--- src/dpwe_pkg.sv ---
// Package for the direction pulse width encoder: timing, register map, field layout.
// Assumes a 250 MHz aclk; power-on, stand-still and high-speed times are converted to cycle counts here, pulse widths in the width lookup.
package dpwe_pkg;
    localparam int unsigned CLK_MHZ = 250;
    // Pulse widths in microseconds, typical, then power-on time, stand-still gap in ms and high-speed rate in Hz
    localparam int unsigned T_FWD_US = 45;
    localparam int unsigned T_FWD3_US = 60;
    localparam int unsigned T_BWD1_US = 135;
    localparam int unsigned T_BWD2_US = 180;
    localparam int unsigned T_BWD3_US = 120;
    localparam int unsigned T_BWD4_US = 90;
    localparam int unsigned T_HS13_US = 30;
    localparam int unsigned T_HS24_US = 45;
    localparam int unsigned T_STILL_US = 60;
    localparam int unsigned T_PON14_US = 180;
    localparam int unsigned T_PON3_US = 30;
    localparam int unsigned T_SPEED_US = 45;
    localparam int unsigned T_PWRON_US = 900;
    localparam int unsigned T_STILL_GAP_MS = 50;
    localparam int unsigned T_HS_FREQ_HZ = 4300;
    localparam int unsigned CYC_PER_US = CLK_MHZ;
    localparam int unsigned CYC_PWRON = T_PWRON_US * CYC_PER_US;
    localparam int unsigned CYC_STILL_GAP = T_STILL_GAP_MS * 1000 * CYC_PER_US;
    // Edge spacing below this means above the high-speed frequency
    localparam int unsigned CYC_HS_PERIOD = (CLK_MHZ * 1000000) / T_HS_FREQ_HZ;
    localparam int unsigned PW_W = 16;
    // Register map, byte addresses
    localparam logic [3:0] ADDR_CTRL = 4'h0;
    localparam logic [3:0] ADDR_STAT = 4'h4;
    localparam logic [3:0] ADDR_EVT = 4'h8;
    // Control field positions
    localparam int unsigned CTRL_WSEL_LSB = 0;
    localparam int unsigned CTRL_DIR_EN = 2;
    localparam int unsigned CTRL_HS_EN = 3;
    localparam int unsigned CTRL_STILL_EN = 4;
    localparam int unsigned CTRL_FWD_INV = 5;
    localparam logic [5:0] CTRL_RESET = 6'h07;
    typedef enum logic [1:0] {WSET1, WSET2, WSET3, WSET4} dpwe_wset_t;
    typedef enum {ST_PWRON, ST_IDLE, ST_PULSE} dpwe_state_t;
endpackage

--- src/dpwe_top.sv ---
// Direction pulse width encoder: turns switching events into low pulses on an open-drain line.
// Assumes switch events arrive asynchronously and a pull-up makes the line high when released.
// Notes on behaviour
// - A speed-only mode gives a fixed pulse with no direction content.
// - In direction modes the direction is carried only by the pulse width, from one of four sets.
// - Each pulse is a low level from falling edge to the next rising edge of the line.
// - Forward pulse is 45 us in sets one, two and four and 60 us in set three.
// - Backward pulse is 135, 180, 120 or 90 us for sets one to four.
// - With high speed chosen, the high-speed pulse is 30 us in sets one and three, 45 us in two and four.
// - In set one with stand-still enabled, a 60 us pulse follows 50 ms without a switching event.
// - In set two the first pulse after a magnetic edge is suppressed.
// - For about 0.9 ms after power-up the output stays high and no pulse is made.
// - A two-bit width_set_select picks set one to four for 00 to 11, with 11 as default.
// - Stand-still pulses occur only when enabled and width_set_select is 00.
// - With high speed chosen, high-speed pulses are used once the event rate exceeds 4.3 kHz.
//
// Our own choices: the AXI4-Lite slave port and the register offsets.
`timescale 1ns/1ps
module dpwe_top #(
    parameter int unsigned PWRON_CYC = dpwe_pkg::CYC_PWRON,
    parameter int unsigned STILL_CYC = dpwe_pkg::CYC_STILL_GAP,
    parameter int unsigned HS_CYC = dpwe_pkg::CYC_HS_PERIOD
) (
    // Clock and reset
    input wire logic aclk,
    input wire logic aresetn,
    // Magnetic switching events from the analog front end
    input wire logic sw_event,
    input wire logic sw_dir_bwd,
    input wire logic sw_edge_first,
    // Open-drain output line
    output logic q_o,
    output logic q_oe,
    // AXI4-Lite slave
    input wire logic [3:0] s_axi_awaddr,
    input wire logic s_axi_awvalid,
    output logic s_axi_awready,
    input wire logic [31:0] s_axi_wdata,
    input wire logic [3:0] s_axi_wstrb,
    input wire logic s_axi_wvalid,
    output logic s_axi_wready,
    output logic [1:0] s_axi_bresp,
    output logic s_axi_bvalid,
    input wire logic s_axi_bready,
    input wire logic [3:0] s_axi_araddr,
    input wire logic s_axi_arvalid,
    output logic s_axi_arready,
    output logic [31:0] s_axi_rdata,
    output logic [1:0] s_axi_rresp,
    output logic s_axi_rvalid,
    input wire logic s_axi_rready
);
    initial begin
        if (PWRON_CYC < 1 || STILL_CYC < 2 || HS_CYC < 2 || PWRON_CYC >= 2**24 || STILL_CYC >= 2**24)
            $error("dpwe_top: timing parameters out of range");
    end

    // Input synchronisers
    logic [2:0] sync1_q, sync2_q, sync3_q;
    always_ff @(posedge aclk) begin
        if (!aresetn) begin
            sync1_q <= 3'h0;
            sync2_q <= 3'h0;
            sync3_q <= 3'h0;
        end else begin
            sync1_q <= {sw_edge_first, sw_dir_bwd, sw_event};
            sync2_q <= sync1_q;
            sync3_q <= sync2_q;
        end
    end
    logic ev_pulse;
    assign ev_pulse = sync2_q[0] && !sync3_q[0];

    // Register bus
    logic [5:0] ctrl_q, ctrl_d;
    logic [15:0] evt_cnt_q, evt_cnt_d;
    logic aw_got_q, aw_got_d, w_got_q, w_got_d, bvalid_q, bvalid_d, rvalid_q, rvalid_d;
    logic [3:0] awaddr_q, awaddr_d;
    logic [31:0] wdata_q, wdata_d, rdata_q, rdata_d;
    logic [3:0] wstrb_q, wstrb_d;
    logic [1:0] bresp_q, bresp_d, rresp_q, rresp_d;
    logic [31:0] stat_word;
    dpwe_pkg::dpwe_state_t st_q, st_d;
    logic hs_active_q, hs_active_d, emitted_q;
    logic [1:0] wsel;
    assign wsel = ctrl_q[dpwe_pkg::CTRL_WSEL_LSB +: 2];

    assign s_axi_awready = !aw_got_q && !bvalid_q;
    assign s_axi_wready = !w_got_q && !bvalid_q;
    assign s_axi_arready = !rvalid_q;
    assign s_axi_bvalid = bvalid_q;
    assign s_axi_bresp = bresp_q;
    assign s_axi_rvalid = rvalid_q;
    assign s_axi_rdata = rdata_q;
    assign s_axi_rresp = rresp_q;
    assign stat_word = {28'h0, emitted_q, hs_active_q, st_q == dpwe_pkg::ST_PULSE,
                        st_q == dpwe_pkg::ST_PWRON};

    always_comb begin
        aw_got_d = aw_got_q;
        w_got_d = w_got_q;
        awaddr_d = awaddr_q;
        wdata_d = wdata_q;
        wstrb_d = wstrb_q;
        bvalid_d = bvalid_q;
        bresp_d = bresp_q;
        rvalid_d = rvalid_q;
        rdata_d = rdata_q;
        rresp_d = rresp_q;
        ctrl_d = ctrl_q;
        if (s_axi_awvalid && s_axi_awready) begin
            aw_got_d = 1'b1;
            awaddr_d = s_axi_awaddr;
        end
        if (s_axi_wvalid && s_axi_wready) begin
            w_got_d = 1'b1;
            wdata_d = s_axi_wdata;
            wstrb_d = s_axi_wstrb;
        end
        if (aw_got_q && w_got_q) begin
            aw_got_d = 1'b0;
            w_got_d = 1'b0;
            bvalid_d = 1'b1;
            bresp_d = 2'h0;
            if (awaddr_q[3:2] == dpwe_pkg::ADDR_CTRL[3:2]) begin
                if (wstrb_q[0])
                    ctrl_d = wdata_q[5:0];
            end else if (awaddr_q[3:2] == dpwe_pkg::ADDR_STAT[3:2]
                         || awaddr_q[3:2] == dpwe_pkg::ADDR_EVT[3:2]) begin
                bresp_d = 2'h0;
            end else begin
                bresp_d = 2'h2;
            end
        end
        if (bvalid_q && s_axi_bready)
            bvalid_d = 1'b0;
        if (s_axi_arvalid && s_axi_arready) begin
            rvalid_d = 1'b1;
            rresp_d = 2'h0;
            if (s_axi_araddr[3:2] == dpwe_pkg::ADDR_CTRL[3:2]) begin
                rdata_d = {26'h0, ctrl_q};
            end else if (s_axi_araddr[3:2] == dpwe_pkg::ADDR_STAT[3:2]) begin
                rdata_d = stat_word;
            end else if (s_axi_araddr[3:2] == dpwe_pkg::ADDR_EVT[3:2]) begin
                rdata_d = {16'h0, evt_cnt_q};
            end else begin
                rdata_d = 32'h0;
                rresp_d = 2'h2;
            end
        end else if (rvalid_q && s_axi_rready) begin
            rvalid_d = 1'b0;
        end
    end

    always_ff @(posedge aclk) begin
        if (!aresetn) begin
            aw_got_q <= 1'b0;
            w_got_q <= 1'b0;
            awaddr_q <= 4'h0;
            wdata_q <= 32'h0;
            wstrb_q <= 4'h0;
            bvalid_q <= 1'b0;
            bresp_q <= 2'h0;
            rvalid_q <= 1'b0;
            rdata_q <= 32'h0;
            rresp_q <= 2'h0;
            ctrl_q <= dpwe_pkg::CTRL_RESET;
        end else begin
            aw_got_q <= aw_got_d;
            w_got_q <= w_got_d;
            awaddr_q <= awaddr_d;
            wdata_q <= wdata_d;
            wstrb_q <= wstrb_d;
            bvalid_q <= bvalid_d;
            bresp_q <= bresp_d;
            rvalid_q <= rvalid_d;
            rdata_q <= rdata_d;
            rresp_q <= rresp_d;
            ctrl_q <= ctrl_d;
        end
    end

    // Pulse engine
    logic [23:0] cnt_q, cnt_d, gap_q, gap_d;
    logic [15:0] width_cyc;
    logic [2:0] kind, kind_q, kind_d;
    logic pon_done_q, pon_done_d, low_q, low_d, emitted_d;
    logic bwd, still_due, fire, suppress;
    assign bwd = sync2_q[1] ^ ctrl_q[dpwe_pkg::CTRL_FWD_INV];
    // Stand-still only in set one and when enabled
    assign still_due = ctrl_q[dpwe_pkg::CTRL_STILL_EN] && wsel == 2'h0
                       && gap_q >= 24'(STILL_CYC - 1);
    assign suppress = wsel == 2'h1 && sync2_q[2];
    assign fire = ev_pulse && !suppress;

    dpwe_width_lut u_lut (
        .wset(wsel),
        .kind(kind_q),
        .width_cyc(width_cyc)
    );

    always_comb begin
        st_d = st_q;
        cnt_d = cnt_q;
        low_d = low_q;
        kind_d = kind_q;
        pon_done_d = pon_done_q;
        hs_active_d = hs_active_q;
        emitted_d = 1'b0;
        evt_cnt_d = evt_cnt_q;
        gap_d = (gap_q == 24'hffffff) ? gap_q : gap_q + 24'h1;
        kind = 3'h0;
        if (ev_pulse) begin
            gap_d = 24'h0;
            // Edge spacing measured between events sets the high-speed state
            hs_active_d = ctrl_q[dpwe_pkg::CTRL_HS_EN] && gap_q < 24'(HS_CYC);
            evt_cnt_d = evt_cnt_q + 16'h1;
        end
        if (!ctrl_q[dpwe_pkg::CTRL_DIR_EN])
            kind = 3'h5;
        else if (hs_active_q && ctrl_q[dpwe_pkg::CTRL_HS_EN])
            kind = 3'h2;
        else
            kind = bwd ? 3'h1 : 3'h0;
        case (st_q)
            dpwe_pkg::ST_PWRON: begin
                cnt_d = cnt_q + 24'h1;
                if (cnt_q >= 24'(PWRON_CYC - 1)) begin
                    cnt_d = 24'h0;
                    if (wsel != 2'h1) begin
                        kind_d = 3'h4;
                        low_d = 1'b1;
                        emitted_d = 1'b1;
                        st_d = dpwe_pkg::ST_PULSE;
                    end else begin
                        st_d = dpwe_pkg::ST_IDLE;
                    end
                    pon_done_d = 1'b1;
                end
            end
            dpwe_pkg::ST_IDLE: begin
                if (fire || still_due) begin
                    kind_d = fire ? kind : 3'h3;
                    cnt_d = 24'h0;
                    low_d = 1'b1;
                    emitted_d = 1'b1;
                    st_d = dpwe_pkg::ST_PULSE;
                    if (still_due)
                        gap_d = 24'h0;
                end
            end
            default: begin
                cnt_d = cnt_q + 24'h1;
                if (cnt_q >= {8'h0, width_cyc} - 24'h1) begin
                    low_d = 1'b0;
                    cnt_d = 24'h0;
                    st_d = dpwe_pkg::ST_IDLE;
                    // Stand-still timer restarts when its pulse ends, else short gaps repeat at once
                    if (kind_q == 3'h3)
                        gap_d = 24'h0;
                end
            end
        endcase
    end

    always_ff @(posedge aclk) begin
        if (!aresetn) begin
            st_q <= dpwe_pkg::ST_PWRON;
            cnt_q <= 24'h0;
            gap_q <= 24'h0;
            low_q <= 1'b0;
            kind_q <= 3'h0;
            pon_done_q <= 1'b0;
            hs_active_q <= 1'b0;
            emitted_q <= 1'b0;
            evt_cnt_q <= 16'h0;
        end else begin
            st_q <= st_d;
            cnt_q <= cnt_d;
            gap_q <= gap_d;
            low_q <= low_d;
            kind_q <= kind_d;
            pon_done_q <= pon_done_d;
            hs_active_q <= hs_active_d;
            emitted_q <= emitted_d;
            evt_cnt_q <= evt_cnt_d;
        end
    end

    // Open drain: pull low while pulsing, release otherwise
    assign q_o = 1'b0;
    assign q_oe = low_q;

    chk_pwron_quiet: assert property (@(posedge aclk) disable iff (!aresetn)
        st_q == dpwe_pkg::ST_PWRON |-> !q_oe) else $error("line driven during power-on");
    chk_pulse_width: assert property (@(posedge aclk) disable iff (!aresetn)
        $rose(q_oe) |-> q_oe throughout ##1 (st_q == dpwe_pkg::ST_PULSE)[*2])
        else $error("pulse too short");
    chk_set2_no_pon: assert property (@(posedge aclk) disable iff (!aresetn)
        (st_q == dpwe_pkg::ST_PWRON && st_d != st_q && wsel == 2'h1) |=> !q_oe)
        else $error("power-on pulse in set two");
    chk_set2_suppr: assert property (@(posedge aclk) disable iff (!aresetn)
        (st_q == dpwe_pkg::ST_IDLE && ev_pulse && suppress && !still_due) |=> !q_oe)
        else $error("first edge pulse not suppressed");
    chk_still_gate: assert property (@(posedge aclk) disable iff (!aresetn)
        (st_q == dpwe_pkg::ST_IDLE && kind_d == 3'h3 && st_d == dpwe_pkg::ST_PULSE)
        |-> wsel == 2'h0 && ctrl_q[dpwe_pkg::CTRL_STILL_EN]) else $error("bad stand-still");
    chk_speed_only: assert property (@(posedge aclk) disable iff (!aresetn)
        (st_q == dpwe_pkg::ST_IDLE && fire && !ctrl_q[dpwe_pkg::CTRL_DIR_EN]) |=> kind_q == 3'h5)
        else $error("speed-only width not used");
    chk_hs_kind: assert property (@(posedge aclk) disable iff (!aresetn)
        (st_q == dpwe_pkg::ST_IDLE && fire && ctrl_q[2] && hs_active_q && ctrl_q[3])
        |=> kind_q == 3'h2) else $error("high-speed width not used");
    chk_dir_kind: assert property (@(posedge aclk) disable iff (!aresetn)
        (st_q == dpwe_pkg::ST_IDLE && fire && ctrl_q[2] && !hs_active_q)
        |=> kind_q == {2'b00, $past(bwd)}) else $error("direction width wrong");
endmodule

--- src/dpwe_width_lut.sv ---
// Width lookup: picks the pulse width in cycles for a set and pulse kind.
// Assumes kind codes as listed below; combinational only.
`timescale 1ns/1ps
module dpwe_width_lut (
    // Selection
    input wire logic [1:0] wset,
    input wire logic [2:0] kind,
    // Result
    output logic [dpwe_pkg::PW_W-1:0] width_cyc
);
    // kind: 0 fwd, 1 bwd, 2 high speed, 3 stand-still, 4 power-on, 5 speed only
    logic [31:0] us;
    always_comb begin
        us = 32'h0;
        case (kind)
            3'h0: us = (wset == 2'h2) ? dpwe_pkg::T_FWD3_US : dpwe_pkg::T_FWD_US;
            3'h1: begin
                case (wset)
                    2'h0: us = dpwe_pkg::T_BWD1_US;
                    2'h1: us = dpwe_pkg::T_BWD2_US;
                    2'h2: us = dpwe_pkg::T_BWD3_US;
                    default: us = dpwe_pkg::T_BWD4_US;
                endcase
            end
            3'h2: us = wset[0] ? dpwe_pkg::T_HS24_US : dpwe_pkg::T_HS13_US;
            3'h3: us = dpwe_pkg::T_STILL_US;
            3'h4: us = (wset == 2'h2) ? dpwe_pkg::T_PON3_US : dpwe_pkg::T_PON14_US;
            default: us = dpwe_pkg::T_SPEED_US;
        endcase
    end
    assign width_cyc = dpwe_pkg::PW_W'(us * dpwe_pkg::CYC_PER_US);
endmodule

--- config.mk ---
export PLATFORM = sky130hd
export DESIGN_NAME = dpwe_top
export DESIGN_NICKNAME = d
export VERILOG_FILES = /design/src/dpwe_pkg.sv /design/src/dpwe_top.sv /design/src/dpwe_width_lut.sv
export SDC_FILE = /design/constraint.sdc
export NUM_CORES = 1
export LEC_CHECK = 0
export BUFFER_PORTS_ARGS = -buffer_cell sky130_fd_sc_hd__buf_2
export CAP_MARGIN = 10
export CORE_MARGIN = 8
export CORE_UTILIZATION = 53
export CTS_CLUSTER_DIAMETER = 80
export DETAILED_ROUTE_END_ITERATION = 6
export GPL_ROUTABILITY_DRIVEN = 0
export PLACE_DENSITY = 0.8
export SLEW_MARGIN = 30
export SYNTH_ARGS = -nofsm -noshare
export SYNTH_HDL_FRONTEND = slang
export SYNTH_SLANG_ARGS = --single-unit
export TNS_END_PERCENT = 10
--- constraint.sdc ---
create_clock -name aclk -period 8.05 [get_ports aclk]
set_clock_uncertainty 0.2 [all_clocks]
set_input_delay 1.2075 -clock aclk [delete_from_list [all_inputs] [get_ports aclk]]
set_output_delay 1.2075 -clock aclk [all_outputs]
set_load 0.01 [all_outputs]
# Word level (Yosys, flattened, before mapping)
# Index checks and enable logic that the tools add are counted.
[classes] n_addsub=4 n_mul=1 magnitude_cmp=4 eq_ne=17 muxes=48 bitwise_logic=2 n_reduce_logical=38
[op_table] op="2-to-1 mux 24 bit" count=9
[op_table] op="one-hot mux 32 bit (5 select lines)" count=1
[op_table] op="2-to-1 mux 32 bit" count=3
[op_table] op="one-hot mux 24 bit (2 select lines)" count=2
[op_table] op="logical NOT 32 bit" count=2
[op_table] op="one-hot mux 32 bit (2 select lines)" count=1
[op_table] op="adder 24 x 1 -> 24 bit (second input constant)" count=2
[op_table] op="2-to-1 mux 16 bit" count=3
[op_table] op="== test 32 x 1 -> 1 bit (second input constant)" count=1
[op_table] op="== test 32 x 3 -> 1 bit (second input constant)" count=1
[op_table] op="multiplier 32 x 7 -> 15 bit (second input constant)" count=1
[op_table] op="== test 24 bit (second input constant)" count=1
[op_table] op=">= comparator 24 x 18 -> 1 bit (second input constant)" count=1
[op_table] op=">= comparator 24 bit" count=1
[op_table] op=">= comparator 24 bit (second input constant)" count=1
[op_table] op="< comparator 24 x 16 -> 1 bit (second input constant)" count=1
[op_table] op="one-hot mux 8 bit (3 select lines)" count=1
[op_table] op="subtractor 16 x 1 -> 17 bit (second input constant)" count=1
[op_table] op="adder 16 x 1 -> 16 bit (second input constant)" count=1
[op_table] op="logical AND 1 bit" count=15
[op_table] op="2-to-1 mux 3 bit" count=5
[op_table] op="2-to-1 mux 2 bit" count=7
[op_table] op="2-to-1 mux 1 bit" count=10
[op_table] op="2-to-1 mux 8 bit" count=1
[op_table] op="22 further kinds" count=42
[totals] reg_bits=166 in_bits=54 output_inout_bits=43

# Longest topological paths before layout
[depth] depth_word=8 mapped_depth=31 ltp_nobuf=29

# By module
# A second synthesis with hierarchy kept.
[unflattened] cells_unflattened=871 hier_area_um2=7785.0
[by_module_without_submodules] module="dpwe_top" n_inst=1 cells_each=695 area_each_um2=6177.2 seq_area_each_um2=2322.2
[by_module_without_submodules] module="dpwe_width_lut" n_inst=1 cells_each=176 area_each_um2=1607.8 seq_area_each_um2=0.0

# Least setup slack after synthesis
# No wires, ideal clock.
[synth_path] path_kind="register to register" startpoint="register ctrl_q[0]" endpoint="register gap_q[11]" arrival_time_ns=7.365 t_required_ns=7.733 slack_ns=0.368 path_stages_with_launch=31 path_buffers=1 synth_period_minus_slack_ns=7.682 cell_sequence="dfxtp_1 -> inv_1 -> ha_1 -> nand2_1 -> nor2_1 -> a21oi_1 -> o32a_1 -> inv_1 -> fa_1 -> inv_1 -> fa_1 -> fa_1 -> fa_1 -> inv_1 -> ha_1 -> o21ai_1 -> a21o_1 -> a21oi_1 -> a2111oi_4 -> nand4_1 -> nor3b_1 -> or3b_1 -> ha_1 -> nand4_1 -> nor4_1 -> o21ai_0 -> o21ai_0 -> nor2_1 -> o311ai_1 -> buf_2 -> nor2_1"
[synth_via] elab_chain_cells=8 elab_cells_between_ends=21
[synth_lines] item="from (decl)" line="dpwe_top.sv:75" text="logic [5:0] ctrl_q, ctrl_d;"
[synth_lines] item="from (signal assigned)" line="dpwe_top.sv:167" text="ctrl_q <= dpwe_pkg::CTRL_RESET;"
[synth_lines] item="from (signal assigned)" line="dpwe_top.sv:179" text="ctrl_q <= ctrl_d;"
[synth_lines] item="== test 2 bit, or another cell as far along" line="dpwe_width_lut.sv:16, dpwe_width_lut.sv:18, dpwe_width_lut.sv:27"
[synth_lines] item="one-hot mux 8 bit (3 select lines), or another cell as far along" line="dpwe_width_lut.sv:18" text="case (wset)"
[synth_lines] item="one-hot mux 32 bit (5 select lines)" line="dpwe_width_lut.sv:15" text="case (kind)"
[synth_lines] item="multiplier 32 x 7 -> 15 bit" line="dpwe_width_lut.sv:31" text="assign width_cyc = dpwe_pkg::PW_W'(us * dpwe_pkg::CYC_PER_US);"
[synth_lines] item="subtractor 16 x 1 -> 17 bit" line="dpwe_top.sv:254" text="if (cnt_q >= {8'h0, width_cyc} - 24'h1) begin"
[synth_lines] item=">= comparator 24 bit" line="dpwe_top.sv:254"
[synth_lines] item="2-to-1 mux 24 bit" line="dpwe_top.sv:254"
[synth_lines] item="one-hot mux 24 bit (2 select lines) *" line="dpwe_top.sv:225" text="case (st_q)"
[synth_lines] item="to (signal assigned)" line="dpwe_top.sv:280" text="gap_q <= gap_d;"
[synth_lines] item="to (decl)" line="dpwe_top.sv:184" text="logic [23:0] cnt_q, cnt_d, gap_q, gap_d;"
# Every way passes the cells marked *; elsewhere a longest branch is shown, timed or not.
# A chain may end at the register's enable or synchronous reset.

# Final worst setup path
[layout_path] startpoint="register ctrl_q[1]" endpoint="register gap_q[2]"
# The elaborated chain is that of the path after synthesis.

==> results.ini <==
[routing]
wl_per_cell_um = 14.26
wl_mm = 15.89
routed_via_density = 5.485
drtAntennaViolNets = 0
vias = 6110
first_pass_iters = 5
drt-initial-drc-count = 409
post-route-drc-count = 0

[die]
die_h_um = 135.3
pin_count = 97
core_area_um2 = 13880
start_util = 0.5431
rows = 43
die-area_um2 = 18300
die_x_um = 135.3

[critical_path]
crit_slowest_cell = fa_1
critPathMaxFanout = 12
worst_ep_required_time_ps = 8180
critPathMostFrequentCell = fa_1
critPathKind = reg2reg
end_kind = flip-flop
cp_slowest_stage_delay_ps = 540
startpoint_type = flip-flop
critPathArrivalTime_ps = 7700
reg2reg_slack_ps = 480

[sta]
fin_crit_sh = 0.9408
fin_setup_tns_ps = 0
finalWorstPathRequiredPeriod_ps = 7573
drv_slew = 0
fmax_ghz = 0.1320
worst_slack_ps = 476.5
tightest_slew_ps = 905.0
slew_headroom = 0.3958
finalSetupViolCount = 0
hold_viol = 0
holdWs_ps = 231.3

[pwr]
cellLeakagePower_nw = 3.576
max-vdd-ir-drop_mv = 0.2139
p_total_mw = 1.439
p_per_area_nw_per_um2 = 168.2

[clocking]
cts_made_buffers = 17
ctsHoldBuffers = 0
clk_latency_ps = 420
cts_sinks = 116
h-tree-depth = 4
cts_tree = built
cts-root-buf = clkbuf_16
clk_pin_slew_ps = 60
clockBufferDepth = 2

[yosys]
synthArstFlopShare = 0
synth_area_leaders = dfxtp_1, ha_1, nor2_1, fa_1, xnor2_1
ys_warn_count = 0
synthCells = 871
ys_seq_area_frac = 0.3080
synth_area_leader_cell = dfxtp_1
synth_top_area_share = 0.3080
synth-main-ff-cell = dfxtp_1
syn_area_per_cell_um2 = 8.655
ys_types = 68
synth_seq_cells = 116
synth-edff-count = 0
synth_compound_area_frac = 0.1109
yosys.area_share.simple = 0.2237
synth_mux_area_frac = 0.02805
synthAdderAreaFrac = 0.1713
synth-xor-area-share = 0.09527
syn-cell-area_um2 = 7538
synth_top_family_by_area = simple AND/OR/NAND/NOR gates

[place]
pre_cts_slack_ps = 90.65
io_buffers = 44
dpl.hpwl_mm = 11.63
placed_area_um2 = 7900
dp.cells = 1080

[cells_and_area]
stdcell_area_um2 = 8557
fin_util = 0.6165
antenna_cells = 0
drive_above_1_share = 0.1221
area_growth_pct = 13.51
finalNetCount = 1065
layout.cells.non_filler = 1114

[global_route]
track_usage = 0.1762
grt_pass1_wl_mm = 26.60
grt_pass1_vias = 5732
antenna_found_initial = 0
grt_max_degree = 55
grt-ovfl-total = 0

[run]
max-cap-violations = 0

[outcome]
status = finished, final reports clean

[min_path]
hp-class = reg2reg

## cell usage after synthesis, types with 14 or more instances
cell / count
o21ai_0: 15
xor2_1: 32
fa_1: 22
a21oi_1: 24
and2_1: 14
nand2_1: 57
dfxtp_1: 116
xnor2_1: 50
ha_1: 68
nand4_1: 28
nand3_1: 28
buf_4: 19
clkbuf_1: 19
mux2i_1: 20
inv_1: 57
nor3_1: 29
nor2_1: 133
## power breakdown
group          leakage, nW  switching [mW]  internal [mW]
Combinational         2.35          0.0577         0.0399
Clock                0.281           0.279          0.468
Sequential           0.940         0.00906          0.586
## flip-flops by register name (all words and copies together) (netlist names), 2 cells and up
| signal | flops |
|---|---|
| sync1_q | 3 |
| cnt_q | 24 |
| awaddr_q | 2 |
| gap_q | 24 |
| wdata_q | 6 |
| ctrl_q | 6 |
| st_q | 2 |
| sync2_q | 3 |
| s_axi_rdata | 16 |
| kind_q | 3 |
| evt_cnt_q | 16 |
## cell families (layout without fill, tap and decap cells)
group,count (synthesis),count (layout)
xor+xnor,82,82
buf+inv,101,146
fa+ha+maj,90,90
simple gates,342,342
other cells,1,19
compound gates,118,118
flops,116,116
mux,21,21
## layer usage
metal / vias to the layer above / global-route usage / wire (um)
met2: 119 / 0.2790 / 7537
li1: 3086 / - / -
met3: 24 / 0.04191 / 581
met1: 2881 / 0.2275 / 7513
met5: - / 0 / 0
met4: 0 / 0.06848 / 259
## worst max-delay path: cells and delay by family, from the launching register on
| kind | cells | cell delay (ps) |
|---|---|---|
| flip-flops | 1 | 350 |
| AO/OA/AOI/OAI | 8 | 1510 |
| buffers and inverters | 4 | 510 |
| XOR/XNOR | 1 | 260 |
| AND/OR/NAND/NOR | 7 | 1830 |
| adder cells (fa/ha/maj) | 7 | 2800 |
## path summary, 6_finish.rpt
path / startpoint / endpoint / cells after the start
setup / recovery: ctrl_q[1]$_SDFFE_PN1P_ / gap_q[2]$_SDFF_PN0_ / 27
hold / removal: sync1_q[2]$_SDFF_PN0_ / sync2_q[2]$_SDFF_PN0_ / 1
setup reg to reg: ctrl_q[1]$_SDFFE_PN1P_ / gap_q[2]$_SDFF_PN0_ / 27
hold reg to reg: sync1_q[2]$_SDFF_PN0_ / sync2_q[2]$_SDFF_PN0_ / 1
## cell usage in the layout (no fill, tap or decap), drive strengths merged, types with 29 or more instances in the layout
master  instances
buf            56
ha             68
xor2           32
xnor2          50
dfxtp         116
nand2          57
nor3           29
nor2          134
inv            63
## final cells by class
cell class / instances / area [um^2]
Clock buffer: 19 / 442.9
Fill cell: 1206 / 5324
Tap cell: 180 / 225.2
Inverter: 58 / 217.7
Sequential cell: 116 / 2322
Clock inverter: 13 / 148.9
Multi-Input combinational cell: 672 / 4870
Timing Repair Buffer: 56 / 330.3
## timing repair
item,4_1_cts,5_1_grt
pin swaps,0,5
resized for setup,1,9
endpoints found under the setup margin,2,51
buffers inserted,0,2
Power figures use the tool's default switching activity.
